--- src/rtl/sdi_pkg.sv ---
// sdi_pkg: register map, field layout and timing constants for the
// serial peripheral status/data/interrupt block.
// assumes: aclk at 100 MHz, registers reached over AXI4-Lite.
package sdi_pkg;

   // printed offsets are register indexes; byte address is index * 4
   localparam logic [7:0] SDI_IDX_DATA = 8'h21;
   localparam logic [7:0] SDI_IDX_CTRL = 8'h22;
   localparam logic [7:0] SDI_IDX_CSR  = 8'h23;
   localparam logic [7:0] SDI_ADR_DATA = {SDI_IDX_DATA[5:0], 2'b00};
   localparam logic [7:0] SDI_ADR_CTRL = {SDI_IDX_CTRL[5:0], 2'b00};
   localparam logic [7:0] SDI_ADR_CSR  = {SDI_IDX_CSR[5:0], 2'b00};

   // register select codes
   localparam logic [1:0] SDI_SEL_NONE = 2'h0;
   localparam logic [1:0] SDI_SEL_DATA = 2'h1;
   localparam logic [1:0] SDI_SEL_CTRL = 2'h2;
   localparam logic [1:0] SDI_SEL_CSR  = 2'h3;

   // control/status bit positions
   localparam int SDI_CSR_DONE  = 7;
   localparam int SDI_CSR_WRITE_COLLISION_FLAG  = 6;
   localparam int SDI_CSR_OVR   = 5;
   localparam int SDI_CSR_FAULT = 4;
   localparam int SDI_CSR_RSVD  = 3;
   localparam int SDI_CSR_ODIS  = 2;
   localparam int SDI_CSR_SMODE = 1;
   localparam int SDI_CSR_SLVL  = 0;

   localparam logic [7:0] SDI_CTRL_RST = 8'h00;
   localparam logic [7:0] SDI_CSR_RST  = 8'h00;
   localparam logic [7:0] SDI_DATA_RST = 8'h00;

   // half serial clock period in aclk cycles, per rate setting
   localparam logic [6:0] SDI_HALF_DIV4   = 7'h02;
   localparam logic [6:0] SDI_HALF_DIV8   = 7'h04;
   localparam logic [6:0] SDI_HALF_DIV16  = 7'h08;
   localparam logic [6:0] SDI_HALF_DIV32  = 7'h10;
   localparam logic [6:0] SDI_HALF_DIV64  = 7'h20;
   localparam logic [6:0] SDI_HALF_DIV128 = 7'h40;

   // sixteen clock edges per byte
   localparam logic [3:0] SDI_EDGE_LAST = 4'hf;

   localparam logic [1:0] SDI_RESP_OKAY   = 2'h0;
   localparam logic [1:0] SDI_RESP_SLVERR = 2'h2;

   typedef struct packed {
      logic irq_en_bit;
      logic peripheral_enable;
      logic rate2;
      logic master_select;
      logic cpol;
      logic cpha;
      logic rate1;
      logic rate0;
   } sdi_ctrl_t;

   typedef struct packed {
      logic output_disable;
      logic soft_select_mode;
      logic soft_select_level;
   } sdi_sw_t;

endpackage

--- src/rtl/sdi_top.sv ---
// sdi_top: serial peripheral data buffer, control, control/status
// and interrupt request logic, with master clock generation and shifter.
// assumes: pins and sck come from outside aclk's domain; the
// processor side (mask, wait, halt) runs on aclk.
//
// Functional notes
// - set done flag (bit 7) when a byte finishes; interrupt if enabled.
// - clear done flag only by status access then data read or write.
// - ignore data writes while the done flag is set.
// - set write collision flag (bit 6) on data write during transfer.
// - set overrun (bit 5) when byte completes while done flag set.
// - reading control/status clears the overrun flag.
// - set mode fault (bit 4) when select goes low in master mode.
// - clear mode fault by status access while set, then control write.
// - output disable bit 2 stops driving the serial data output.
// - select mode bit 1 takes slave select from the level bit.
// - select level bit 0 is active low: 0 selected.
// - as master only a data write starts a byte.
// - last cycle copies received byte to read buffer unless done is already set; reads see buffer.
// - data write loads the shift register directly.
// - in wait keep running; enabled events raise the wake request.
// - in halt ignore bus writes and stall the master clock; slave still shifts.
// - several bytes before halt wake-up give an overrun.
// - only end of transfer wakes from halt; all wake from wait.
// - one shared request, gated by enable and global mask.
// - control/status resets to zero.
// - enable bit 7 permits requests from done, overrun or fault flags.
// - mode fault clears peripheral enable and master select.
// - while fault set, refuse setting enable/master outside sequence.
`timescale 1ns/1ns
`default_nettype none
module sdi_top
   import sdi_pkg::*;
(
   input  wire logic        aclk,
   input  wire logic        aresetn,
   input  wire logic [7:0]  s_axi_awaddr,
   input  wire logic        s_axi_awvalid,
   output logic             s_axi_awready,
   input  wire logic [31:0] s_axi_wdata,
   input  wire logic [3:0]  s_axi_wstrb,
   input  wire logic        s_axi_wvalid,
   output logic             s_axi_wready,
   output logic [1:0]       s_axi_bresp,
   output logic             s_axi_bvalid,
   input  wire logic        s_axi_bready,
   input  wire logic [7:0]  s_axi_araddr,
   input  wire logic        s_axi_arvalid,
   output logic             s_axi_arready,
   output logic [31:0]      s_axi_rdata,
   output logic [1:0]       s_axi_rresp,
   output logic             s_axi_rvalid,
   input  wire logic        s_axi_rready,
   input  wire logic        sck_i,
   output logic             sck_o,
   output logic             sck_oe,
   input  wire logic        mosi_i,
   output logic             mosi_o,
   output logic             mosi_oe,
   input  wire logic        miso_i,
   output logic             miso_o,
   output logic             miso_oe,
   input  wire logic        ss_n_i,
   input  wire logic        cpu_irq_mask,
   input  wire logic        cpu_halt,
   output logic             irq_req,
   output logic             wake_from_wait,
   output logic             wake_from_halt
);

   function automatic logic [1:0] reg_sel(input logic [7:0] a);
      case (a)
         SDI_ADR_DATA: reg_sel = SDI_SEL_DATA;
         SDI_ADR_CTRL: reg_sel = SDI_SEL_CTRL;
         SDI_ADR_CSR:  reg_sel = SDI_SEL_CSR;
         default:      reg_sel = SDI_SEL_NONE;
      endcase
   endfunction

   function automatic logic [6:0] half_of(input logic [2:0] r);
      case (r)
         3'h4:    half_of = SDI_HALF_DIV4;
         3'h0:    half_of = SDI_HALF_DIV8;
         3'h1:    half_of = SDI_HALF_DIV16;
         3'h6:    half_of = SDI_HALF_DIV32;
         3'h2:    half_of = SDI_HALF_DIV64;
         3'h3:    half_of = SDI_HALF_DIV128;
         default: half_of = SDI_HALF_DIV8;
      endcase
   endfunction

   // registers
   sdi_ctrl_t   ctrl_q;
   sdi_sw_t     sw_q;
   logic        done_q;
   logic        write_collision_flag_q;
   logic        ovr_q;
   logic        fault_q;
   logic        arm_q;
   logic        farm_q;
   logic [7:0]  rxbuf_q;
   logic [7:0]  sh_q;
   logic        samp_q;
   logic        dout_q;
   logic        busy_q;
   logic        sck_q;
   logic [6:0]  div_q;
   logic [3:0]  cnt_q;
   logic [7:0]  awaddr_q;
   logic [7:0]  wdata_q;
   logic        wlane_q;
   logic [7:0]  araddr_q;
   logic [3:0]  sck_s_q;
   logic [1:0]  mosi_s_q;
   logic [1:0]  miso_s_q;
   logic [1:0]  ss_s_q;

   // bus decode
   wire         wr_go   = ~s_axi_awready & ~s_axi_wready & ~s_axi_bvalid;
   wire         rd_go   = ~s_axi_arready & ~s_axi_rvalid;
   wire [1:0]   wsel    = reg_sel(awaddr_q);
   wire [1:0]   rsel    = reg_sel(araddr_q);
   wire         wr_ok   = wr_go & wlane_q & ~cpu_halt;
   wire         dat_wr  = wr_ok & (wsel == SDI_SEL_DATA);
   wire         ctl_wr  = wr_ok & (wsel == SDI_SEL_CTRL);
   wire         csr_wr  = wr_ok & (wsel == SDI_SEL_CSR);
   wire         dat_rd  = rd_go & (rsel == SDI_SEL_DATA);
   wire         csr_rd  = rd_go & (rsel == SDI_SEL_CSR);
   wire         dat_acc = dat_wr | dat_rd;
   wire         csr_acc = csr_wr | csr_rd;

   // slave selection source
   wire         sel_lvl = sw_q.soft_select_mode ?
                          sw_q.soft_select_level : ss_s_q[1];
   wire         sel     = ~sel_lvl;
   wire         en      = ctrl_q.peripheral_enable;
   wire         mst     = ctrl_q.master_select;
   wire         fault   = en & mst & sel;

   // shifter edges; the master clock stalls in halt
   // zero is a counted cycle too, so reload one short of the half period
   wire [6:0]   reload  = half_of({ctrl_q.rate2, ctrl_q.rate1,
                                   ctrl_q.rate0}) - 7'h01;
   wire         m_tick  = busy_q & mst & (div_q == 7'h00) & ~cpu_halt;
   wire         s_edge  = en & ~mst & sel & (sck_s_q[2] ^ sck_s_q[1]);
   wire         edge_ev = m_tick | s_edge;
   wire         new_sck = mst ? ~sck_q : sck_s_q[1];
   wire         lead    = new_sck ^ ctrl_q.cpol;
   wire         samp_ev = edge_ev & (lead ^ ctrl_q.cpha);
   wire         din     = mst ? miso_s_q[1] : mosi_s_q[1];
   wire [7:0]   sh_in   = {sh_q[6:0], din};
   wire         done_ev = edge_ev & (cnt_q == SDI_EDGE_LAST);
   wire         s_busy  = (cnt_q != 4'h0) | (sel & ~ctrl_q.cpha);
   wire         collide = mst ? busy_q : (~mst & s_busy);
   // a data write is dropped while done is set or a byte is moving
   wire         dat_ld  = dat_wr & ~done_q & ~collide;

   // flags: set always wins over the clearing sequence
   wire done_d  = done_ev | (done_q & ~(arm_q & dat_acc));
   wire write_collision_flag_d  = (dat_wr & collide) |
                  (write_collision_flag_q & ~(arm_q & dat_acc));
   wire ovr_d   = (done_ev & done_q) | (ovr_q & ~csr_rd);
   wire fault_d = fault | (fault_q & ~(farm_q & ctl_wr));
   wire arm_d   = csr_acc | (arm_q & ~dat_acc);
   wire farm_d  = (csr_acc & fault_q) | (farm_q & ~ctl_wr);

   // control write with fault lockout and hardware clearing
   sdi_ctrl_t ctl_wv;
   sdi_ctrl_t ctrl_d;
   wire       lock = fault_q & ~farm_q;
   always_comb
   begin
      ctl_wv = sdi_ctrl_t'(wdata_q);
      if (lock)
      begin
         ctl_wv.peripheral_enable = 1'b0;
         ctl_wv.master_select     = 1'b0;
      end
      ctrl_d = ctl_wr ? ctl_wv : ctrl_q;
      if (fault)
      begin
         ctrl_d.peripheral_enable = 1'b0;
         ctrl_d.master_select     = 1'b0;
      end
   end

   wire [7:0] csr_val = {done_q, write_collision_flag_q, ovr_q, fault_q, 1'b0,
                         sw_q.output_disable, sw_q.soft_select_mode,
                         sw_q.soft_select_level};
   wire [7:0] rd_val  = (rsel == SDI_SEL_DATA) ? rxbuf_q :
                        (rsel == SDI_SEL_CTRL) ? 8'(ctrl_q) :
                        (rsel == SDI_SEL_CSR)  ? csr_val : 8'h00;

   wire evt_any = ctrl_q.irq_en_bit & (done_q | fault_q | ovr_q);

   // input synchronisers; the second stage is looked at, and for sck the third stage as well for edges
   always_ff @(posedge aclk)
   begin
      if (!aresetn)
      begin
         sck_s_q  <= 4'h0;
         mosi_s_q <= 2'h0;
         miso_s_q <= 2'h0;
         ss_s_q   <= 2'h3;
      end
      else
      begin
         sck_s_q  <= {sck_s_q[2:0], sck_i};
         mosi_s_q <= {mosi_s_q[0], mosi_i};
         miso_s_q <= {miso_s_q[0], miso_i};
         ss_s_q   <= {ss_s_q[0], ss_n_i};
      end
   end

   // register file and flags
   always_ff @(posedge aclk)
   begin
      if (!aresetn)
      begin
         ctrl_q  <= sdi_ctrl_t'(SDI_CTRL_RST);
         sw_q    <= sdi_sw_t'(SDI_CSR_RST[2:0]);
         done_q  <= SDI_CSR_RST[SDI_CSR_DONE];
         write_collision_flag_q  <= SDI_CSR_RST[SDI_CSR_WRITE_COLLISION_FLAG];
         ovr_q   <= SDI_CSR_RST[SDI_CSR_OVR];
         fault_q <= SDI_CSR_RST[SDI_CSR_FAULT];
         arm_q   <= 1'b0;
         farm_q  <= 1'b0;
         rxbuf_q <= SDI_DATA_RST;
      end
      else
      begin
         ctrl_q  <= ctrl_d;
         done_q  <= done_d;
         write_collision_flag_q  <= write_collision_flag_d;
         ovr_q   <= ovr_d;
         fault_q <= fault_d;
         arm_q   <= arm_d;
         farm_q  <= farm_d;
         if (csr_wr)
            sw_q <= sdi_sw_t'(wdata_q[2:0]);
         if (done_ev & ~done_q)
            rxbuf_q <= samp_ev ? sh_in : sh_q;
      end
   end

   // shifter and master clock generator
   always_ff @(posedge aclk)
   begin
      if (!aresetn)
      begin
         sh_q   <= SDI_DATA_RST;
         samp_q <= 1'b0;
         dout_q <= 1'b0;
         busy_q <= 1'b0;
         sck_q  <= 1'b0;
         div_q  <= 7'h00;
         cnt_q  <= 4'h0;
      end
      else
      begin
         if (dat_ld)
            sh_q <= wdata_q;
         else if (samp_ev)
            sh_q <= sh_in;
         if (samp_ev)
            samp_q <= din;
         // msb must stand before the first leading edge
         if (dat_ld)
            dout_q <= wdata_q[7];
         else if (edge_ev & ~samp_ev)
            dout_q <= sh_q[7];
         else if (!busy_q && cnt_q == 4'h0)
            dout_q <= sh_q[7];
         if (dat_ld & en & mst)
         begin
            busy_q <= 1'b1;
            div_q  <= reload;
         end
         else if (!mst || !en)
            busy_q <= 1'b0;
         else if (done_ev)
            busy_q <= 1'b0;
         if (m_tick)
            div_q <= reload;
         else if (busy_q && !cpu_halt && div_q != 7'h00)
            div_q <= div_q - 7'h01;
         // idle clock level follows polarity between bytes
         if (m_tick)
            sck_q <= ~sck_q;
         else if (!busy_q)
            sck_q <= ctrl_q.cpol;
         if (edge_ev)
            cnt_q <= cnt_q + 4'h1;
         else if ((!mst && !sel) || !en)
            cnt_q <= 4'h0;
      end
   end

   // AXI4-Lite slave: one write and one read outstanding
   always_ff @(posedge aclk)
   begin
      if (!aresetn)
      begin
         s_axi_awready <= 1'b1;
         s_axi_wready  <= 1'b1;
         s_axi_bvalid  <= 1'b0;
         s_axi_bresp   <= SDI_RESP_OKAY;
         s_axi_arready <= 1'b1;
         s_axi_rvalid  <= 1'b0;
         s_axi_rresp   <= SDI_RESP_OKAY;
         s_axi_rdata   <= 32'h0000_0000;
         awaddr_q      <= 8'h00;
         wdata_q       <= 8'h00;
         wlane_q       <= 1'b0;
         araddr_q      <= 8'h00;
      end
      else
      begin
         if (s_axi_awvalid && s_axi_awready)
         begin
            awaddr_q      <= s_axi_awaddr;
            s_axi_awready <= 1'b0;
         end
         if (s_axi_wvalid && s_axi_wready)
         begin
            wdata_q      <= s_axi_wdata[7:0];
            wlane_q      <= s_axi_wstrb[0];
            s_axi_wready <= 1'b0;
         end
         if (wr_go)
         begin
            s_axi_bvalid <= 1'b1;
            s_axi_bresp  <= (wsel == SDI_SEL_NONE) ?
                            SDI_RESP_SLVERR : SDI_RESP_OKAY;
         end
         else if (s_axi_bvalid && s_axi_bready)
         begin
            s_axi_bvalid  <= 1'b0;
            s_axi_awready <= 1'b1;
            s_axi_wready  <= 1'b1;
         end
         if (s_axi_arvalid && s_axi_arready)
         begin
            araddr_q      <= s_axi_araddr;
            s_axi_arready <= 1'b0;
         end
         if (rd_go)
         begin
            s_axi_rvalid <= 1'b1;
            s_axi_rdata  <= {24'h000000, rd_val};
            s_axi_rresp  <= (rsel == SDI_SEL_NONE) ?
                            SDI_RESP_SLVERR : SDI_RESP_OKAY;
         end
         else if (s_axi_rvalid && s_axi_rready)
         begin
            s_axi_rvalid  <= 1'b0;
            s_axi_arready <= 1'b1;
         end
      end
   end

   // pins and requests, all registered
   always_ff @(posedge aclk)
   begin
      if (!aresetn)
      begin
         sck_o          <= 1'b0;
         sck_oe         <= 1'b0;
         mosi_o         <= 1'b0;
         mosi_oe        <= 1'b0;
         miso_o         <= 1'b0;
         miso_oe        <= 1'b0;
         irq_req        <= 1'b0;
         wake_from_wait <= 1'b0;
         wake_from_halt <= 1'b0;
      end
      else
      begin
         sck_o   <= sck_q;
         sck_oe  <= en & mst;
         mosi_o  <= dout_q;
         mosi_oe <= en & mst & ~sw_q.output_disable;
         miso_o  <= dout_q;
         miso_oe <= en & ~mst & sel & ~sw_q.output_disable;
         irq_req <= evt_any & ~cpu_irq_mask;
         wake_from_wait <= evt_any;
         wake_from_halt <= ctrl_q.irq_en_bit & done_q;
      end
   end

endmodule
`default_nettype wire

--- config.mk ---
export PLATFORM = sky130hd
export DESIGN_NAME = sdi_top
export DESIGN_NICKNAME = d
export VERILOG_FILES = /design/src/rtl/sdi_pkg.sv /design/src/rtl/sdi_top.sv
export SDC_FILE = /design/constraint.sdc
export NUM_CORES = 1
export LEC_CHECK = 0
export BUFFER_PORTS_ARGS = -buffer_cell sky130_fd_sc_hd__clkbuf_2
export CAP_MARGIN = 10
export CELL_PAD_IN_SITES_DETAIL_PLACEMENT = 0
export CELL_PAD_IN_SITES_GLOBAL_PLACEMENT = 1
export CORE_MARGIN = 2
export CORE_UTILIZATION = 30
export CTS_CLUSTER_DIAMETER = 80
export CTS_CLUSTER_SIZE = 40
export DETAILED_ROUTE_END_ITERATION = 10
export PLACE_DENSITY_LB_ADDON = 0.1
export SYNTH_ARGS = -nofsm -noshare
export SYNTH_HDL_FRONTEND = slang
export SYNTH_SLANG_ARGS = --single-unit
--- constraint.sdc ---
create_clock -name aclk -period 3.29 [get_ports aclk]
set_input_delay 0.4935 -clock aclk [delete_from_list [all_inputs] [get_ports aclk]]
set_output_delay 0.4935 -clock aclk [all_outputs]
set_load 0.05 [all_outputs]
==> impl_metrics.toml <==
[clock_tree]
hold_buffers = 0
cts_resized = 0
h-tree-depth = 3
clkTransAtPathRegs_ns = 0.06
cts_tree = "done"
cts.sinks = 104
post-cts-setup-buffers = 0
cts_buffers = 9
cts-root-buf = "clkbuf_16"
cts_buffer_depth = 2
clkLatencyLatePin_ns = 0.35

[cells_and_area]
multi_input_area_um2 = 2188
antenna-diode-count = 0
regArea_um2 = 2082
mostFrequentLayoutCell = "dfxtp_1"
nNetsFinal = 658
fillers = 1573
mostFrequentLayoutCells = "dfxtp_1 (104), a21oi_1 (74), nand2_1 (69)"
fin_util_pct = 34.91
syn_to_final_growth_pct = 15.28
drive_above_1_share_pct = 17.03

[synthesis]
avgSynthCellArea_um2 = 8.429
synth_xor_area_share_pct = 0.5772
synthMuxAreaShare_pct = 2.639
synthCells = 540
synthFlopType = "dfxtp_1"
synth_area_um2 = 4552
yosysWarnings = 0
synth-simple-area-share_pct = 23.36
synth_seq_cells = 104
synthAdderAreaFrac_pct = 1.100
ys_seq_area_share_pct = 45.74
synth.distinct_cells = 59
synth-compound-area-share_pct = 18.25
ys_async_sr_fraction_pct = 0
synth_top_family_by_area = "simple AND/OR/NAND/NOR gates"
synth_edf_count = 0

[global_routing]
met2_usage_pct = 20.87
grt_util_met1_pct = 20.08
grt_usage_pct = 13.97
antenna_found_initial = 0
grt_pass1_vias = 3400
gr-max-usage-layer = "met2"
met3_usage_pct = 2.429
grt_max_degree = 43
grt_overflow = 0
grt_pass1_wl_um = 17670

[routing]
wire_per_inst_um = 14.36
wl_um = 11210
dr.pass1.iters = 4
routed-via-count = 3727
drtAntennaViolNets = 0
drt_iter0_drc = 215
vias_per_cell = 4.772
drc = 0

[timing]
tightestPinTransition_ns = 0.6472
tns_ns = 0
report.final.slew_viol_count = 0
rsz0062_at_grt = "false"
slew_headroom_pct = 56.79
min_period_over_period_pct = 76.23
fin_worst_skew_ns = 0.01095
min_period_ns = 2.508
setup_viol = 0
final_hold_viol_count = 0
worst_slack_ns = 0.7819
fmax_ghz = 0.3987

[worst_setup_path]
r2r_slack_ns = 0.78
crit_path_end_kind = "flip-flop"
critPathRequiredTime_ns = 3.57
worst_ep_arrival_time_ns = 2.78
startpoint_type = "flip-flop"
crit_type = "flip-flop to flip-flop"
reg2reg_depth = 8
critPathMaxFanout = 16
r2r-start = "div_q[0]$_SDFFE_PN0P_"
startpoint = "div_q[0]$_SDFFE_PN0P_"
reg2reg_to = "rxbuf_q[6]$_SDFFE_PN0P_"

[hold_path]
hp-class = "primary input to flip-flop"
min_to = "irq_req$_SDFF_PN0_"
holdPathStages = 2
hp-start = "cpu_irq_mask"

[placement]
dp_slack_ns = 0.7574
place.detailed.hpwl_um = 8158
io_buffers = 61
place_congestion = 0.7718

[floorplanning]
die_w_um = 127.2
core_area_um2 = 15030
start_util_pct = 30.28
die-area_um2 = 16170
die_y_um = 127.2
row_count = 45
num_io_pins = 115

[power_and_ir_drop]
switching_share_pct = 25.73
leakage_uw = 0.002099
clockPowerShare_pct = 42.1
power_density_nw_per_um2 = 526.5
power_switching_uw = 710.9
comb_power_share_pct = 9.8
vdd.ir_drop.worst_mv = 0.2845
p_int_uw = 2052
pwr-share-seq_pct = 48.1

[job]
cap_violations = 0

[run_status]
outcome = "complete, no violations"
-- worst max-delay path by stage --
stage               slack [ns]  cells past startpoint                      end
floorplan                 0.97                      6       sh_q[0]$_SDFF_PN0_
global placement          0.83                      8  rxbuf_q[5]$_SDFFE_PN0P_
detailed placement        0.76                      8  rxbuf_q[6]$_SDFFE_PN0P_
CTS                       0.75                      8  rxbuf_q[6]$_SDFFE_PN0P_
global route              0.55                      8  rxbuf_q[2]$_SDFFE_PN0P_
finish                    0.78                      8  rxbuf_q[6]$_SDFFE_PN0P_
-- Yosys cell counts, types with 10 or more instances --
| master | n | area share [%] |
|---|---|---|
| mux2i_1 | 12 | 2.6 |
| clkbuf_1 | 22 | 1.8 |
| nand2_1 | 69 | 5.7 |
| nand3_1 | 35 | 3.8 |
| dfxtp_1 | 104 | 46 |
| a21oi_1 | 74 | 8.1 |
| inv_1 | 15 | 1.2 |
| nor2_1 | 28 | 2.3 |
| and2_1 | 10 | 1.4 |
| buf_4 | 28 | 4.6 |
| o21ai_0 | 29 | 3.2 |
| nor2b_1 | 10 | 1.4 |
-- power groups by stage --
stage | Combinational [uW] | Clock [uW] | Sequential (uW)
2_1_floorplan | 186 | 0 | 1390
3_3_place_gp | 271 | 0 | 1360
3_5_place_dp | 272 | 0 | 1360
4_1_cts | 273 | 1200 | 1330
5_1_grt | 293 | 1240 | 1330
6_report | 270 | 1160 | 1330
-- flip-flops by register name, indices dropped and copies added, names as in the netlist, 2 cells and up --
signal       cells
miso_s_q         2
sck_s_q          3
ctrl_q           6
ss_s_q           2
araddr_q         8
awaddr_q         8
cnt_q            4
s_axi_rdata      8
div_q            7
sh_q             8
wdata_q          8
csr_val          3
rxbuf_q          8
mosi_s_q         2
-- routing by layer --
metal,vias to the layer above,routed length (um)
li1,1925,-
met1,1709,5851
met3,12,416
met5,-,0
met4,0,174
met2,81,4772
-- cell type report --
cell class,count,share of cell area [%]
sequential,104,39.68
multi-input combinational,390,41.70
inverter,15,1.073
clock inverter,4,1.478
tap,188,4.483
clock buffer,11,4.626
timing repair buffer,69,6.962
-- kinds of logic (layout without fill, tap and decap cells) --
kind of cell               Yosys count  in the layout
AOI/OAI and AO/OA                  141            141
xor gates and xnor gates             3              3
adders and majority gates            4              4
buffers and inverters               71             99
DFF                                104            104
muxes                               12             12
other                                1             26
and+or+nand+nor                    204            204
-- metrics by stage --
| step | power [uW] | hold WS, ns | instance area [um2] | cells |
|---|---|---|---|---|
| 2_1_floorplan | 1581 | 0.3863 | 4646 | 565 |
| 3_3_place_gp | 1628 | 0.3986 | 4927 | 766 |
| 3_5_place_dp | 1631 | 0.3994 | 4927 | 766 |
| 4_1_cts | 2798 | 0.2947 | 5248 | 781 |
| 5_1_grt | 2863 | 0.3140 | 5248 | 781 |
| 6_report | 2763 | 0.3046 | 5248 | 781 |
-- critical path: stages, from the launching register on --
cell,delay [ns]
dfxtp_1,0.31
inv_1,0.13
ha_1,0.15
or4b_4,0.50
nor4_4,0.31
nor2_1,0.22
nor3_4,0.52
o21ai_0,0.17
a21oi_1,0.13
(Power assumes the default switching activity.)
